[config.mk]
export PLATFORM = sky130hd
export DESIGN_NAME = bsw_flag_word
export DESIGN_NICKNAME = d
export VERILOG_FILES = /design/src/hdl/bsw_pkg.sv /design/src/hdl/bsw_flag_word.sv /design/src/hdl/bsw_sync.sv
export VERILOG_INCLUDE_DIRS = /design/src /design/src/hdl
export SDC_FILE = /design/constraint.sdc
export NUM_CORES = 1
export LEC_CHECK = 0
export BUFFER_PORTS_ARGS = -buffer_cell sky130_fd_sc_hd__buf_2
export CAP_MARGIN = 40
export CORE_MARGIN = 2
export CORE_UTILIZATION = 47
export DETAILED_ROUTE_END_ITERATION = 10
export PLACE_DENSITY_LB_ADDON = 0.3
export REMOVE_ABC_BUFFERS = 1
export SYNTH_ARGS = -nofsm -noshare
export SYNTH_HDL_FRONTEND = slang
export SYNTH_HIERARCHICAL = 1
export SYNTH_SLANG_ARGS = --single-unit
[constraint.sdc]
create_clock -name clk_i -period 4.12 [get_ports clk_i]
set_clock_uncertainty 0.15 [all_clocks]
set_input_delay 0.824 -clock clk_i [delete_from_list [all_inputs] [get_ports clk_i]]
set_output_delay 0.824 -clock clk_i [all_outputs]
set_load 0.1 [all_outputs]
[src/hdl/bsw_defs.svh]
`ifndef BSW_DEFS_SVH
`define BSW_DEFS_SVH

// ****************************************************************
// Command codes of the words this block answers
// ****************************************************************
`define BSW_CMD_FLAGS 8'h16
`define BSW_CMD_CYCLES 8'h17
`define BSW_CMD_DESIGN 8'h18

// ****************************************************************
// Status word bit positions
// ****************************************************************
`define BSW_B_OVCHG 15
`define BSW_B_STOPCHG 14
`define BSW_B_RSVD_HI 13
`define BSW_B_HOT 12
`define BSW_B_STOPDSG 11
`define BSW_B_RSVD_MID 10
`define BSW_B_LOWCHG 9
`define BSW_B_LOWRT 8
`define BSW_B_CFG 7
`define BSW_B_NOTCHG 6
`define BSW_B_FULL 5
`define BSW_B_EMPTY 4
`define BSW_B_RSVD_LO 3
`define BSW_ERR_MSB 2
`define BSW_ERR_LSB 0

// ****************************************************************
// Error codes
// ****************************************************************
`define BSW_ERR_OK 3'h0
`define BSW_ERR_BUSY 3'h1
`define BSW_ERR_RSVD 3'h2
`define BSW_ERR_UNSUP 3'h3
`define BSW_ERR_DENIED 3'h4
`define BSW_ERR_OVFL 3'h5
`define BSW_ERR_SIZE 3'h6
`define BSW_ERR_UNKNOWN 3'h7

// ****************************************************************
// Counts and limits
// ****************************************************************
`define BSW_OVCHG_CLR_MAH 2'h2
`define BSW_EMPTY_CLR_PCT 8'h14
`define BSW_CYC_MAX 16'hffff
`define BSW_BYTE_BITS 4'h8
`define BSW_LAST_BIT 4'h7
`define BSW_IDX_LAST 2'h3
`define BSW_IDX_CMD 2'h1
`define BSW_IDX_DATA 2'h2

`endif

[src/hdl/bsw_pkg.sv]
package bsw_pkg;

  // Measurements and settings from the gauge core, same clock
  typedef struct packed {
    logic [15:0] remaining_charge_cur;
    logic [15:0] remaining_charge_pwr;
    logic [15:0] runtime_cur;
    logic [15:0] runtime_pwr;
    logic [15:0] low_charge_threshold;
    logic [15:0] low_runtime_threshold;
    logic [7:0] relative_charge_percent;
    logic [15:0] temperature;
    logic [15:0] temp_limit_setting;
    logic [15:0] pack_voltage;
    logic [15:0] cutoff_voltage_setting;
    logic [15:0] cell_voltage;
    logic [15:0] end_voltage_level2;
    logic [15:0] current;
    logic [15:0] overload_current_setting;
    logic [7:0] low_percent_setting;
    logic [7:0] full_clear_percent;
  } bsw_meas_t;

  // Charge state conditions, levels
  typedef struct packed {
    logic charging;
    logic overcharge;
    logic param_out_of_range;
    logic primary_term;
    logic cell_undervoltage_flag;
  } bsw_cond_t;

  typedef struct packed {
    logic ovchg;
    logic stopchg;
    logic hot;
    logic stopdsg;
    logic lowchg;
    logic lowrt;
    logic cfg;
    logic notchg;
    logic full;
    logic empty;
  } bsw_flags_t;

  typedef enum logic [2:0] {
    BS_IDLE,
    BS_RX,
    BS_RACK,
    BS_TX,
    BS_TACK
  } bsw_bus_st_t;

  typedef struct packed {
    bsw_bus_st_t bus;
    logic pscl;
    logic psda;
    logic [3:0] bits;
    logic [7:0] shreg;
    logic [1:0] idx;
    logic rd;
    logic [7:0] cmd;
    logic [15:0] txw;
    logic tx_hi;
    logic sda_oe;
    bsw_flags_t flags;
    logic [2:0] err;
    logic [1:0] ovclr;
    logic [15:0] rem_prev;
    logic [15:0] rt_prev;
    logic term_prev;
    logic [15:0] qacc;
    logic [15:0] cycles;
    logic nv_save;
  } bsw_state_t;

endpackage

[src/hdl/bsw_flag_word.sv]
// Overview of operation
// - Low-charge and low-runtime alarms use current or power per energy_units_select.
// - Alarm broadcast word equals status word with error-code bits all ones.
// - Error code 0 after a command processed without error.
// - Error code 1 when a command cannot be processed now.
// - Error code 2 on reserved or unsupported manufacturer command access.
// - Error code 3 for a defined but unsupported command.
// - Error code 4 on write to a read-only command.
// - Error code 5 on overflow or underflow, 7 on unidentified error.
// - Error code 6 on write with wrong data block size.
// - Overcharge flag set while overcharging; cleared after 2 mAh without charging.
// - Stop-charge flag on bad parameter or termination; cleared when over or idle.
// - Hot flag while temperature at or above limit.
// - Stop-discharge flag on zero charge, cutoff voltage or cell undervoltage.
// - Low-charge flag below threshold; cleared above it or on charging rise.
// - Low-runtime flag below threshold; cleared above it or on charging rise.
// - Config-valid flag set on good flash load, cleared on bad load.
// - Not-charging flag set whenever battery is not charging.
// - Full flag on termination or overcharge; cleared below full-clear percent.
// - Empty flag on low voltage at light load or low percent; cleared at 20%.
// - Count charge cycles per quantum and save count after every update.
// - Cycle count reports 0..65534 directly, saturates at 65535.
// - Design capacity reported in mAh or 10 mWh per energy_units_select.
`timescale 1ns/1ns
`default_nettype none
`include "bsw_defs.svh"

module bsw_flag_word #(
  parameter logic [6:0] SLAVE_ADDR = 7'h0b
) (
  input wire logic clk_i,
  input wire logic nrst_i,
  input wire logic scl_i,
  input wire logic sda_i,
  output logic sda_o,
  output logic sda_oe_o,
  input wire logic energy_units_select_i,
  input wire bsw_pkg::bsw_meas_t meas_i,
  input wire bsw_pkg::bsw_cond_t cond_i,
  input wire logic cfg_load_ok_i,
  input wire logic cfg_load_bad_i,
  input wire logic [15:0] restored_count_i,
  input wire logic relax_mah_tick_i,
  input wire logic dsg_mah_tick_i,
  input wire logic [15:0] cycle_charge_quantum_i,
  input wire logic [15:0] design_cap_mah_i,
  input wire logic [15:0] design_cap_10mwh_i,
  input wire logic ext_err_stb_i,
  input wire logic [2:0] ext_err_code_i,
  output logic [15:0] status_word_o,
  output logic [15:0] alarm_word_o,
  output logic [15:0] cycle_count_o,
  output logic nv_save_o,
  output logic [15:0] nv_count_o
);
  import bsw_pkg::*;

  // ****************************************************************
  // Pin sampling
  // ****************************************************************
  logic [1:0] pins_q;
  logic sc;
  logic sd;

  bsw_sync #(.W(2), .RST_VAL(2'h3)) u_sync (
    .clk_i(clk_i),
    .nrst_i(nrst_i),
    .d_i({scl_i, sda_i}),
    .q_o(pins_q)
  );

  assign sc = pins_q[1];
  assign sd = pins_q[0];

  // ****************************************************************
  // State
  // ****************************************************************
  bsw_state_t st;
  bsw_state_t next_st;

  logic scl_rise;
  logic scl_fall;
  logic start_ev;
  logic stop_ev;
  logic [15:0] sel_rem;
  logic [15:0] sel_rt;
  logic [15:0] sel_cap;
  logic cmd_mapped;
  logic [15:0] cmd_word;
  logic term_cond;
  logic empty_set;
  logic bus_err_ev;
  logic wr_data_ev;
  logic [15:0] status_w;

  assign scl_rise = sc & ~st.pscl;
  assign scl_fall = ~sc & st.pscl;
  assign start_ev = sc & st.pscl & st.psda & ~sd;
  assign stop_ev = sc & st.pscl & ~st.psda & sd;

  always_comb begin
    sel_rem = energy_units_select_i ? meas_i.remaining_charge_pwr
                                    : meas_i.remaining_charge_cur;
    sel_rt = energy_units_select_i ? meas_i.runtime_pwr : meas_i.runtime_cur;
    sel_cap = energy_units_select_i ? design_cap_10mwh_i : design_cap_mah_i;
  end

  // ****************************************************************
  // Status word assembly
  // ****************************************************************
  always_comb begin
    status_w = '0;
    status_w[`BSW_B_OVCHG] = st.flags.ovchg;
    status_w[`BSW_B_STOPCHG] = st.flags.stopchg;
    status_w[`BSW_B_HOT] = st.flags.hot;
    status_w[`BSW_B_STOPDSG] = st.flags.stopdsg;
    status_w[`BSW_B_LOWCHG] = st.flags.lowchg;
    status_w[`BSW_B_LOWRT] = st.flags.lowrt;
    status_w[`BSW_B_CFG] = st.flags.cfg;
    status_w[`BSW_B_NOTCHG] = st.flags.notchg;
    status_w[`BSW_B_FULL] = st.flags.full;
    status_w[`BSW_B_EMPTY] = st.flags.empty;
    status_w[`BSW_ERR_MSB:`BSW_ERR_LSB] = st.err;
  end

  always_comb begin
    cmd_mapped = 1'b1;
    case (st.cmd)
      `BSW_CMD_FLAGS: cmd_word = status_w;
      `BSW_CMD_CYCLES: cmd_word = st.cycles;
      `BSW_CMD_DESIGN: cmd_word = sel_cap;
      default: begin
        cmd_word = `BSW_CYC_MAX;
        cmd_mapped = 1'b0;
      end
    endcase
  end

  // ****************************************************************
  // Next state
  // ****************************************************************
  always_comb begin
    next_st = st;
    next_st.pscl = sc;
    next_st.psda = sd;
    next_st.nv_save = 1'b0;
    bus_err_ev = 1'b0;
    wr_data_ev = 1'b0;
    term_cond = cond_i.param_out_of_range | cond_i.primary_term;
    empty_set = (((meas_i.pack_voltage < meas_i.end_voltage_level2) ||
                  (meas_i.cell_voltage < meas_i.end_voltage_level2)) &&
                 (meas_i.current < meas_i.overload_current_setting)) ||
                (meas_i.relative_charge_percent < meas_i.low_percent_setting);

    // Read-word slave engine
    if (start_ev) begin
      next_st.bus = BS_RX;
      next_st.bits = '0;
      next_st.idx = '0;
      next_st.sda_oe = 1'b0;
    end else if (stop_ev) begin
      next_st.bus = BS_IDLE;
      next_st.sda_oe = 1'b0;
    end else begin
      case (st.bus)
        BS_IDLE: begin
          next_st.sda_oe = 1'b0;
        end
        BS_RX: begin
          if (scl_rise && st.bits != `BSW_BYTE_BITS) begin
            next_st.shreg = {st.shreg[6:0], sd};
            next_st.bits = st.bits + 4'h1;
          end else if (scl_fall && st.bits == `BSW_BYTE_BITS) begin
            next_st.bits = '0;
            next_st.bus = BS_RACK;
            next_st.sda_oe = 1'b1;
            if (st.idx != `BSW_IDX_LAST) begin
              next_st.idx = st.idx + 2'h1;
            end
            if (st.idx == '0) begin
              next_st.rd = st.shreg[0];
              if (st.shreg[7:1] != SLAVE_ADDR) begin
                next_st.bus = BS_IDLE;
                next_st.sda_oe = 1'b0;
              end else if (st.shreg[0]) begin
                next_st.txw = cmd_word;
                bus_err_ev = 1'b1;
                next_st.err = cmd_mapped ? `BSW_ERR_OK : `BSW_ERR_RSVD;
              end
            end else if (st.idx == `BSW_IDX_CMD) begin
              next_st.cmd = st.shreg;
            end else if (st.idx == `BSW_IDX_DATA) begin
              wr_data_ev = 1'b1;
              bus_err_ev = 1'b1;
              next_st.err = cmd_mapped ? `BSW_ERR_DENIED : `BSW_ERR_RSVD;
            end
          end
        end
        BS_RACK: begin
          if (scl_fall) begin
            if (st.rd) begin
              next_st.bus = BS_TX;
              next_st.tx_hi = 1'b0;
              next_st.shreg = st.txw[7:0];
              next_st.sda_oe = ~st.txw[7];
            end else begin
              next_st.bus = BS_RX;
              next_st.sda_oe = 1'b0;
            end
          end
        end
        BS_TX: begin
          if (scl_fall) begin
            if (st.bits == `BSW_LAST_BIT) begin
              next_st.bus = BS_TACK;
              next_st.sda_oe = 1'b0;
            end else begin
              next_st.bits = st.bits + 4'h1;
              next_st.shreg = {st.shreg[6:0], 1'b0};
              next_st.sda_oe = ~st.shreg[6];
            end
          end
        end
        BS_TACK: begin
          if (scl_rise) begin
            if (sd || st.tx_hi) begin
              next_st.bus = BS_IDLE;
            end else begin
              next_st.bits = `BSW_BYTE_BITS;
            end
          end else if (scl_fall && st.bits == `BSW_BYTE_BITS) begin
            next_st.bus = BS_TX;
            next_st.tx_hi = 1'b1;
            next_st.bits = '0;
            next_st.shreg = st.txw[15:8];
            next_st.sda_oe = ~st.txw[15];
          end
        end
        default: begin
          next_st.bus = BS_IDLE;
          next_st.sda_oe = 1'b0;
        end
      endcase
    end

    // Codes reported by the command processor; bus events take precedence
    if (ext_err_stb_i && !bus_err_ev) begin
      next_st.err = ext_err_code_i;
    end

    // Overcharge and its 2 mAh release
    next_st.ovclr = '0;
    if (cond_i.overcharge) begin
      next_st.flags.ovchg = 1'b1;
    end else if (st.flags.ovchg && !cond_i.charging) begin
      next_st.ovclr = st.ovclr;
      if (relax_mah_tick_i) begin
        if (st.ovclr + 2'h1 >= `BSW_OVCHG_CLR_MAH) begin
          next_st.flags.ovchg = 1'b0;
        end else begin
          next_st.ovclr = st.ovclr + 2'h1;
        end
      end
    end

    next_st.term_prev = term_cond;
    if (term_cond && !st.term_prev) begin
      next_st.flags.stopchg = 1'b1;
    end else if (!term_cond || !cond_i.charging) begin
      next_st.flags.stopchg = 1'b0;
    end

    next_st.flags.hot = meas_i.temperature >= meas_i.temp_limit_setting;
    next_st.flags.stopdsg = (sel_rem == '0) ||
                            (meas_i.pack_voltage <= meas_i.cutoff_voltage_setting) ||
                            cond_i.cell_undervoltage_flag;

    next_st.rem_prev = sel_rem;
    if (sel_rem < meas_i.low_charge_threshold) begin
      next_st.flags.lowchg = 1'b1;
    end else if (meas_i.low_charge_threshold < sel_rem ||
                 (cond_i.charging && sel_rem > st.rem_prev)) begin
      next_st.flags.lowchg = 1'b0;
    end

    next_st.rt_prev = sel_rt;
    if (sel_rt < meas_i.low_runtime_threshold) begin
      next_st.flags.lowrt = 1'b1;
    end else if (meas_i.low_runtime_threshold < sel_rt ||
                 (cond_i.charging && sel_rt > st.rt_prev)) begin
      next_st.flags.lowrt = 1'b0;
    end

    if (cfg_load_ok_i) begin
      next_st.flags.cfg = 1'b1;
    end else if (cfg_load_bad_i) begin
      next_st.flags.cfg = 1'b0;
    end

    next_st.flags.notchg = ~cond_i.charging;

    if (cond_i.primary_term || cond_i.overcharge) begin
      next_st.flags.full = 1'b1;
    end else if (meas_i.relative_charge_percent < meas_i.full_clear_percent) begin
      next_st.flags.full = 1'b0;
    end

    if (empty_set) begin
      next_st.flags.empty = 1'b1;
    end else if (meas_i.relative_charge_percent >= `BSW_EMPTY_CLR_PCT) begin
      next_st.flags.empty = 1'b0;
    end

    // Cycle counting with saturation and save after each update
    if (cfg_load_ok_i) begin
      next_st.cycles = restored_count_i;
    end else if (dsg_mah_tick_i) begin
      if (st.qacc + 16'h1 >= cycle_charge_quantum_i) begin
        next_st.qacc = '0;
        if (st.cycles != `BSW_CYC_MAX) begin
          next_st.cycles = st.cycles + 16'h1;
          next_st.nv_save = 1'b1;
        end
      end else begin
        next_st.qacc = st.qacc + 16'h1;
      end
    end
  end

  always_ff @(posedge clk_i) begin
    if (!nrst_i) begin
      st <= '{bus: BS_IDLE, pscl: 1'b1, psda: 1'b1, bits: 4'h0, shreg: 8'h00,
              idx: 2'h0, rd: 1'b0, cmd: 8'h00, txw: 16'h0000, tx_hi: 1'b0,
              sda_oe: 1'b0, flags: '0, err: `BSW_ERR_OK, ovclr: 2'h0,
              rem_prev: 16'h0000, rt_prev: 16'h0000, term_prev: 1'b0,
              qacc: 16'h0000, cycles: 16'h0000, nv_save: 1'b0};
    end else begin
      st <= next_st;
    end
  end

  // ****************************************************************
  // Outputs
  // ****************************************************************
  assign sda_o = 1'b0;
  assign sda_oe_o = st.sda_oe;
  assign status_word_o = status_w;
  assign alarm_word_o = {status_w[15:3], `BSW_ERR_UNKNOWN};
  assign cycle_count_o = st.cycles;
  assign nv_save_o = st.nv_save;
  assign nv_count_o = st.cycles;
endmodule

`default_nettype wire

[src/hdl/bsw_sync.sv]
`timescale 1ns/1ns
`default_nettype none

// ****************************************************************
// Two-stage synchroniser for pin inputs
// ****************************************************************
module bsw_sync #(
  parameter int W = 2,
  parameter logic [W-1:0] RST_VAL = '1
) (
  input wire logic clk_i,
  input wire logic nrst_i,
  input wire logic [W-1:0] d_i,
  output logic [W-1:0] q_o
);
  typedef struct packed {
    logic [W-1:0] meta;
    logic [W-1:0] q;
  } bsw_sync_st_t;

  bsw_sync_st_t st;
  bsw_sync_st_t next_st;

  always_comb begin
    next_st.meta = d_i;
    next_st.q = st.meta;
  end

  always_ff @(posedge clk_i) begin
    if (!nrst_i) begin
      st <= {RST_VAL, RST_VAL};
    end else begin
      st <= next_st;
    end
  end

  assign q_o = st.q;
endmodule

`default_nettype wire

## Word-level counts from Yosys, hierarchy flattened

Cells that the tools add are included.

- Add/subtract/negate cells: 5
- Order comparisons: 16
- Eq/ne operators: 43
- Mux-type cells: 89
- Bitwise gates (word level): 28
- Reduce and logical (&&, ||, !) cells: 62

Operator list:

| cell | number |
|---|---|
| $lt 16x16->1 | 7 |
| $mux 16 | 5 |
| $mux 3 | 20 |
| $mux 17 | 3 |
| $pmux 16 s3 | 1 |
| $mux 1 | 37 |
| $mux 12 | 3 |
| $add 16x1->16 const B | 2 |
| $ge 16x16->1 | 2 |
| $gt 16x16->1 | 2 |
| $mux 8 | 4 |
| $pmux 8 s4 | 1 |
| $reduce_bool 2->1 | 15 |
| $eq 8x5->1 const B | 3 |
| $ne 4x4->1 const B | 6 |
| $reduce_and 8->1 | 3 |
| $ne 2x2->1 const B | 11 |
| $reduce_and 7->1 | 3 |
| $not 1->1 | 20 |
| $le 16x16->1 | 1 |
| $logic_not 16->1 | 1 |
| $lt 8x8->1 | 2 |
| $mux 4 | 4 |
| $ne 16x16->1 const B | 1 |
| other kinds (39) | 86 |

- Flip-flop bits (word level): 131
- Bits of input ports: 330
- Output and inout port bits: 67
- Logic and storage cells: 275

## Logic depth before layout (Yosys ltp)

- Depth after elaboration: 13
- Mapped depth: 15

## Hierarchy

Netlist, hierarchy kept.

By module, submodules not included:

| module | times used | cells each | area an instance (sq um) | seq. area each (sq um) |
|---|---|---|---|---|
| bsw_flag_word | 1 | 1421 | 11327.1 | 2542.4 |
| bsw_sync | 1 | 8 | 105.1 | 80.1 |

## Least setup slack after synthesis

OpenSTA, ideal clock, no wires.

- Path type: register to register
- From: reg st[17] in the netlist's numbering
- To: reg st, in the netlist cycle_count_o[3]
- Setup time: 74 ps
- Data arrival time: 3697 ps
- Data required time: 3896 ps
- Slack: 199 ps
- Stages on the path, launching flop included: 15
- Buffers on the path: 1
- Path through: dfxtp_1 ha_1 and3_1 and3_1 and4_1 nand3_1 xnor2_1 ha_1 nand4_1 or4_1 o32a_1 and2_4 buf_6 or4_1 a31oi_1

- Longest elaborated chain between the ends: 4

Ends and longest elaborated chain:

| what | line | RTL |
|---|---|---|
| start: declaration | bsw_flag_word.sv:78 | `bsw_state_t st;` |
| start signal: assignment | bsw_flag_word.sv:332 | `st <= '{bus: BS_IDLE, pscl: 1'b1, psda: 1'b1, bits: 4'h0, shreg: 8'h00,` |
| start signal: assignment | bsw_flag_word.sv:338 | `st <= next_st;` |
| $add 16x1->16 | bsw_flag_word.sv:318 | `if (st.qacc + 16'h1 >= cycle_charge_quantum_i) begin` |
| $ge 16x16->1 | bsw_flag_word.sv:318 |  |
| $reduce_bool 2->1 (no line) | -- |  |
| $reduce_and 3->1 (no line) | -- |  |

Every way passes these cells.
A chain may end at the register's enable or synchronous reset.

## Worst setup path after layout

- From: reg st[17] in the netlist's numbering
- To: reg st, in the netlist cycle_count_o[11]

Same word-level chain as after synthesis.

==> results.yml <==
layout:
  final_layout_size_suffix_gt1_share_pct: 25.9
  fillers: 2274
  syn_to_final_growth_pct: 21.9
  ff_latch_area_um2: 2630
  post-route-cell-area_um2: 13900
  post_layout_nonfiller_instances: 2088
  finish.net_count: 2259
  multi_input_area_um2: 7570
sta:
  minimum_clock_period_after_layout_ns: 4.00
  number_of_pins_with_negative_max_slew_slack_in_the_final_report: 0
  worstMarginPinSlew_ns: 0.996
  max-slew-margin-rel_pct: 32.6
  final.period_utilization_pct: 97.1
  grt_setup_unrepaired: "yes"
  finalSetupViolations: 0
  final_hold_fails: 0
  fmaxAchievable_mhz: 250
cts:
  cts.root.buffer_cell: "sky130_fd_sc_hd__clkbuf_16"
  cts.path.max_buffers: 2
  tritoncts.num_buffers: 17
  tritoncts_num_sinks: 131
  ctsHtreeMaxLevel: 4
  cts_tree: "yes"
  postCtsHoldBufs: 0
  clkSlewWorstSetupHoldPaths_ns: 0.07
  clock_insertion_delay_at_the_later_pin_of_the_skew_report_ns: 0.43
synth:
  postSynthAreaPerCell_um2: 8.00
  synth_top_flop_cell: "sky130_fd_sc_hd__dfxtp_1"
  synthDistinctLibCells: 73
  synth.yosys.seq_area_share_pct: 22.9
  post_synth_instance_area_um2: 11400
  syn-instance-count: 1429
  ys_seq_elements: 131
  synth-edff-count: 0
  synthesis.yosys.warnings: 6
  postSynth.asyncResetShare_pct: 0
critical_path:
  critical_path.n_buffers_inverters: 0
  timing.critical_path.max_delay_family: "simple AND/OR/NAND/NOR gates"
  timing_worst_setup_path_type: "reg -> reg"
  critical_path.max_fanout: 6
  critical-path-max-stage-delay_ns: 0.54
  worst_path_max_delay_cell: "sky130_fd_sc_hd__or4_1"
  timing.critical_path.to_type: "register"
  critPathRequiredTime_ns: 4.32
  critical_path.startpoint_type: "register"
  worst-endpoint-arrival_ns: 4.20
  timing.critical_path.cells: "ha_4 > and3_4 > and3_4 > and4_4 > nand2_1 > xnor2_1 > ha_1 > nand4_1 > or4_1 > o32a_1 > and2_2 > or4_1 > a31oi_1"
drt:
  remaining_drc_errors: 0
  remaining_antenna_violation_count_after_routing: 0
  initialDrtViolationCount: 612
  route.vias.total: 11500
  wire_length_per_cell_um: 17.1
  totalWireLength_um: 35800
  via_per_inst: 5.49
  drt_pass1_iterations: 5
die:
  io_pins: 397
  design.core.area_um2: 24100
  dieArea_um2: 25600
  row_count: 57
  floorplan.initialDensity_pct: 47.4
  die_height_um: 160
  die_w_um: 160
placed_design:
  place.port_buffers: 386
  dp.cells: 2051
  place.detailed.hpwl_um: 29000
  placed_cell_area_um2: 13300
  gp_congestion: 0.960
global_routing:
  via_count_of_the_first_global_routing_pass: 10800
  total_congestion_overflow: 0
  antenna_found_initial: 2
  aggregate_global_route_resource_usage_pct: 27.0
  grt_start_max_net_pins: 83
  grt_first_pass_wirelength_um: 55500
hold_path:
  hold_path.class: "reg -> reg"
run:
  drv_cap: 0
pwr:
  vdd_drop_max_uv: 177
  power_per_cell_area_nw_per_um2: 292
  power.leakage_nw: 7.03
outcome:
  run_status: "finished, final reports clean"
==> cell type report <==
cell class | count | area share, %
sequential | 131 | 18.9
multi-input combinational | 1021 | 54.3
inverter | 173 | 4.66
tap | 324 | 2.91
clock inverter | 14 | 1.09
antenna | 2 | 0.0359
timing repair buffer | 405 | 15.1
clock buffer | 18 | 3.08
==> final timing paths <==
path	start	slack (ns)	cells past startpoint	end
worst max-delay path	st[17]	0.12	13	cycle_count_o[11]
worst min-delay path	u_sync/next_st[1]	0.26	1	u_sync/q_o[1]
worst max register to register	st[17]	0.12	13	cycle_count_o[11]
worst min register to register	u_sync/next_st[1]	0.26	1	u_sync/q_o[1]
==> cell families (layout without fill, tap and decap cells) <==
group,after synthesis,after routing,share of synthesized area [%]
multiplexers,64,64,5.61
AO/OA/AOI/OAI,350,350,19.9
AND/OR/NAND/NOR,398,400,18.8
adder cells (fa/ha/maj),180,180,19.7
buffers and inverters,287,610,11.6
other,2,12,0.0657
XOR/XNOR,17,17,1.30
flip-flops,131,131,22.9
==> power by group <==
part / internal, W / switching (W)
Combinational: 0.000401 / 0.000767
Sequential: 0.00132 / 0.0000654
Clock: 0.000899 / 0.000625
Total: 0.00262 / 0.00146
==> synthesized netlist by cell type (7+ instances only) <==
cell type / count / area, µm²
sky130_fd_sc_hd__a31oi_1: 26 / 163
sky130_fd_sc_hd__inv_1: 173 / 649
sky130_fd_sc_hd__o31ai_1: 7 / 52.6
sky130_fd_sc_hd__a211oi_1: 14 / 105
sky130_fd_sc_hd__a21oi_1: 76 / 380
sky130_fd_sc_hd__and3_1: 8 / 50.1
sky130_fd_sc_hd__nand3b_1: 7 / 52.6
sky130_fd_sc_hd__o22ai_1: 10 / 62.6
sky130_fd_sc_hd__a21o_1: 28 / 210
sky130_fd_sc_hd__and4_1: 7 / 61.3
sky130_fd_sc_hd__a21boi_1: 10 / 75.1
sky130_fd_sc_hd__a32o_1: 8 / 80.1
sky130_fd_sc_hd__and3b_1: 7 / 61.3
sky130_fd_sc_hd__nand4_1: 38 / 238
sky130_fd_sc_hd__o211ai_1: 9 / 67.6
sky130_fd_sc_hd__o21ai_0: 79 / 395
sky130_fd_sc_hd__nand2b_1: 27 / 169
sky130_fd_sc_hd__nor2_1: 53 / 199
sky130_fd_sc_hd__nor2b_1: 59 / 369
sky130_fd_sc_hd__o2111ai_1: 7 / 61.3
sky130_fd_sc_hd__dfxtp_1: 131 / 2620
sky130_fd_sc_hd__nor3_1: 12 / 60.1
sky130_fd_sc_hd__or4_1: 8 / 60.1
sky130_fd_sc_hd__o21a_1: 12 / 90.1
sky130_fd_sc_hd__clkbuf_1: 43 / 161
sky130_fd_sc_hd__ha_1: 180 / 2250
sky130_fd_sc_hd__nand2_1: 103 / 387
sky130_fd_sc_hd__or3_1: 10 / 62.6
sky130_fd_sc_hd__nor4_1: 10 / 62.6
sky130_fd_sc_hd__buf_4: 65 / 488
sky130_fd_sc_hd__nand3_1: 29 / 145
sky130_fd_sc_hd__a22oi_1: 7 / 52.6
sky130_fd_sc_hd__mux2i_1: 63 / 631
sky130_fd_sc_hd__xor2_1: 7 / 61.3
sky130_fd_sc_hd__xnor2_1: 10 / 87.6
==> what timing repair did <==
action / CTS / global route
pin swaps: 0 / 1
resized for setup: 2 / 13
buffers inserted: 0 / 1
cloned: 0 / 2
setup endpoints to repair: 7 / 30
==> routing by layer <==
metal  vias to the layer above  global-route usage, %  part of all wire [%]
li1                       5686                      -                     -
met1                      5307                   32.4                    42
met2                       411                   49.0                    50
met3                        50                   4.99                   6.4
met4                         0                   8.15                   2.2
met5                         -                      0                     0
==> flip-flops by register name (all words and copies together) (netlist names) <==
register	cells
nv_save_o	1
alarm_word_o	10
sda_oe_o	1
st	96
status_word_o	3
u_sync/next_st	2
u_sync/q_o	2
cycle_count_o	16
==> layout by cell type, fill, tap and decap left out, drive strengths merged, types with 8 or more instances in the layout <==
cell type | Yosys | routed
nor2b | 59 | 59
inv | 173 | 178
a21o | 28 | 28
buf | 71 | 405
conb | 2 | 10
a32o | 8 | 8
nor4 | 10 | 10
dfxtp | 131 | 131
a31oi | 26 | 26
nand3 | 29 | 29
or4 | 8 | 8
o22ai | 10 | 10
o21a | 12 | 12
xnor2 | 10 | 10
nand2b | 27 | 27
nand2 | 103 | 103
clkbuf | 43 | 18
nand4 | 38 | 38
a211oi | 14 | 14
mux2i | 63 | 63
a21oi | 76 | 76
o211ai | 9 | 9
nor2 | 53 | 53
and3 | 8 | 8
nor3 | 13 | 13
or3 | 10 | 10
a21boi | 15 | 15
ha | 180 | 180
o21ai | 85 | 85
==> per-stage QoR <==
| stage | util [%] | setup TNS (ns) | setup slack [ns] | hold slack, ns | power, W |
|---|---|---|---|---|---|
| after CTS | 57.5 | 0 | 0.0484 | 0.263 | 0.00410 |
| after global routing | 57.8 | -0.0129 | -0.0129 | 0.279 | 0.00427 |
| after detailed placement | 55.1 | -0.0851 | -0.0245 | 0.246 | 0.00257 |
| after global placement | 55.1 | 0 | 0.0876 | 0.242 | 0.00255 |
| after floorplan | - | 0 | 0.210 | 0.236 | 0.00215 |
| final | 57.8 | 0 | 0.121 | 0.263 | 0.00407 |
(Power assumes the default switching activity.)
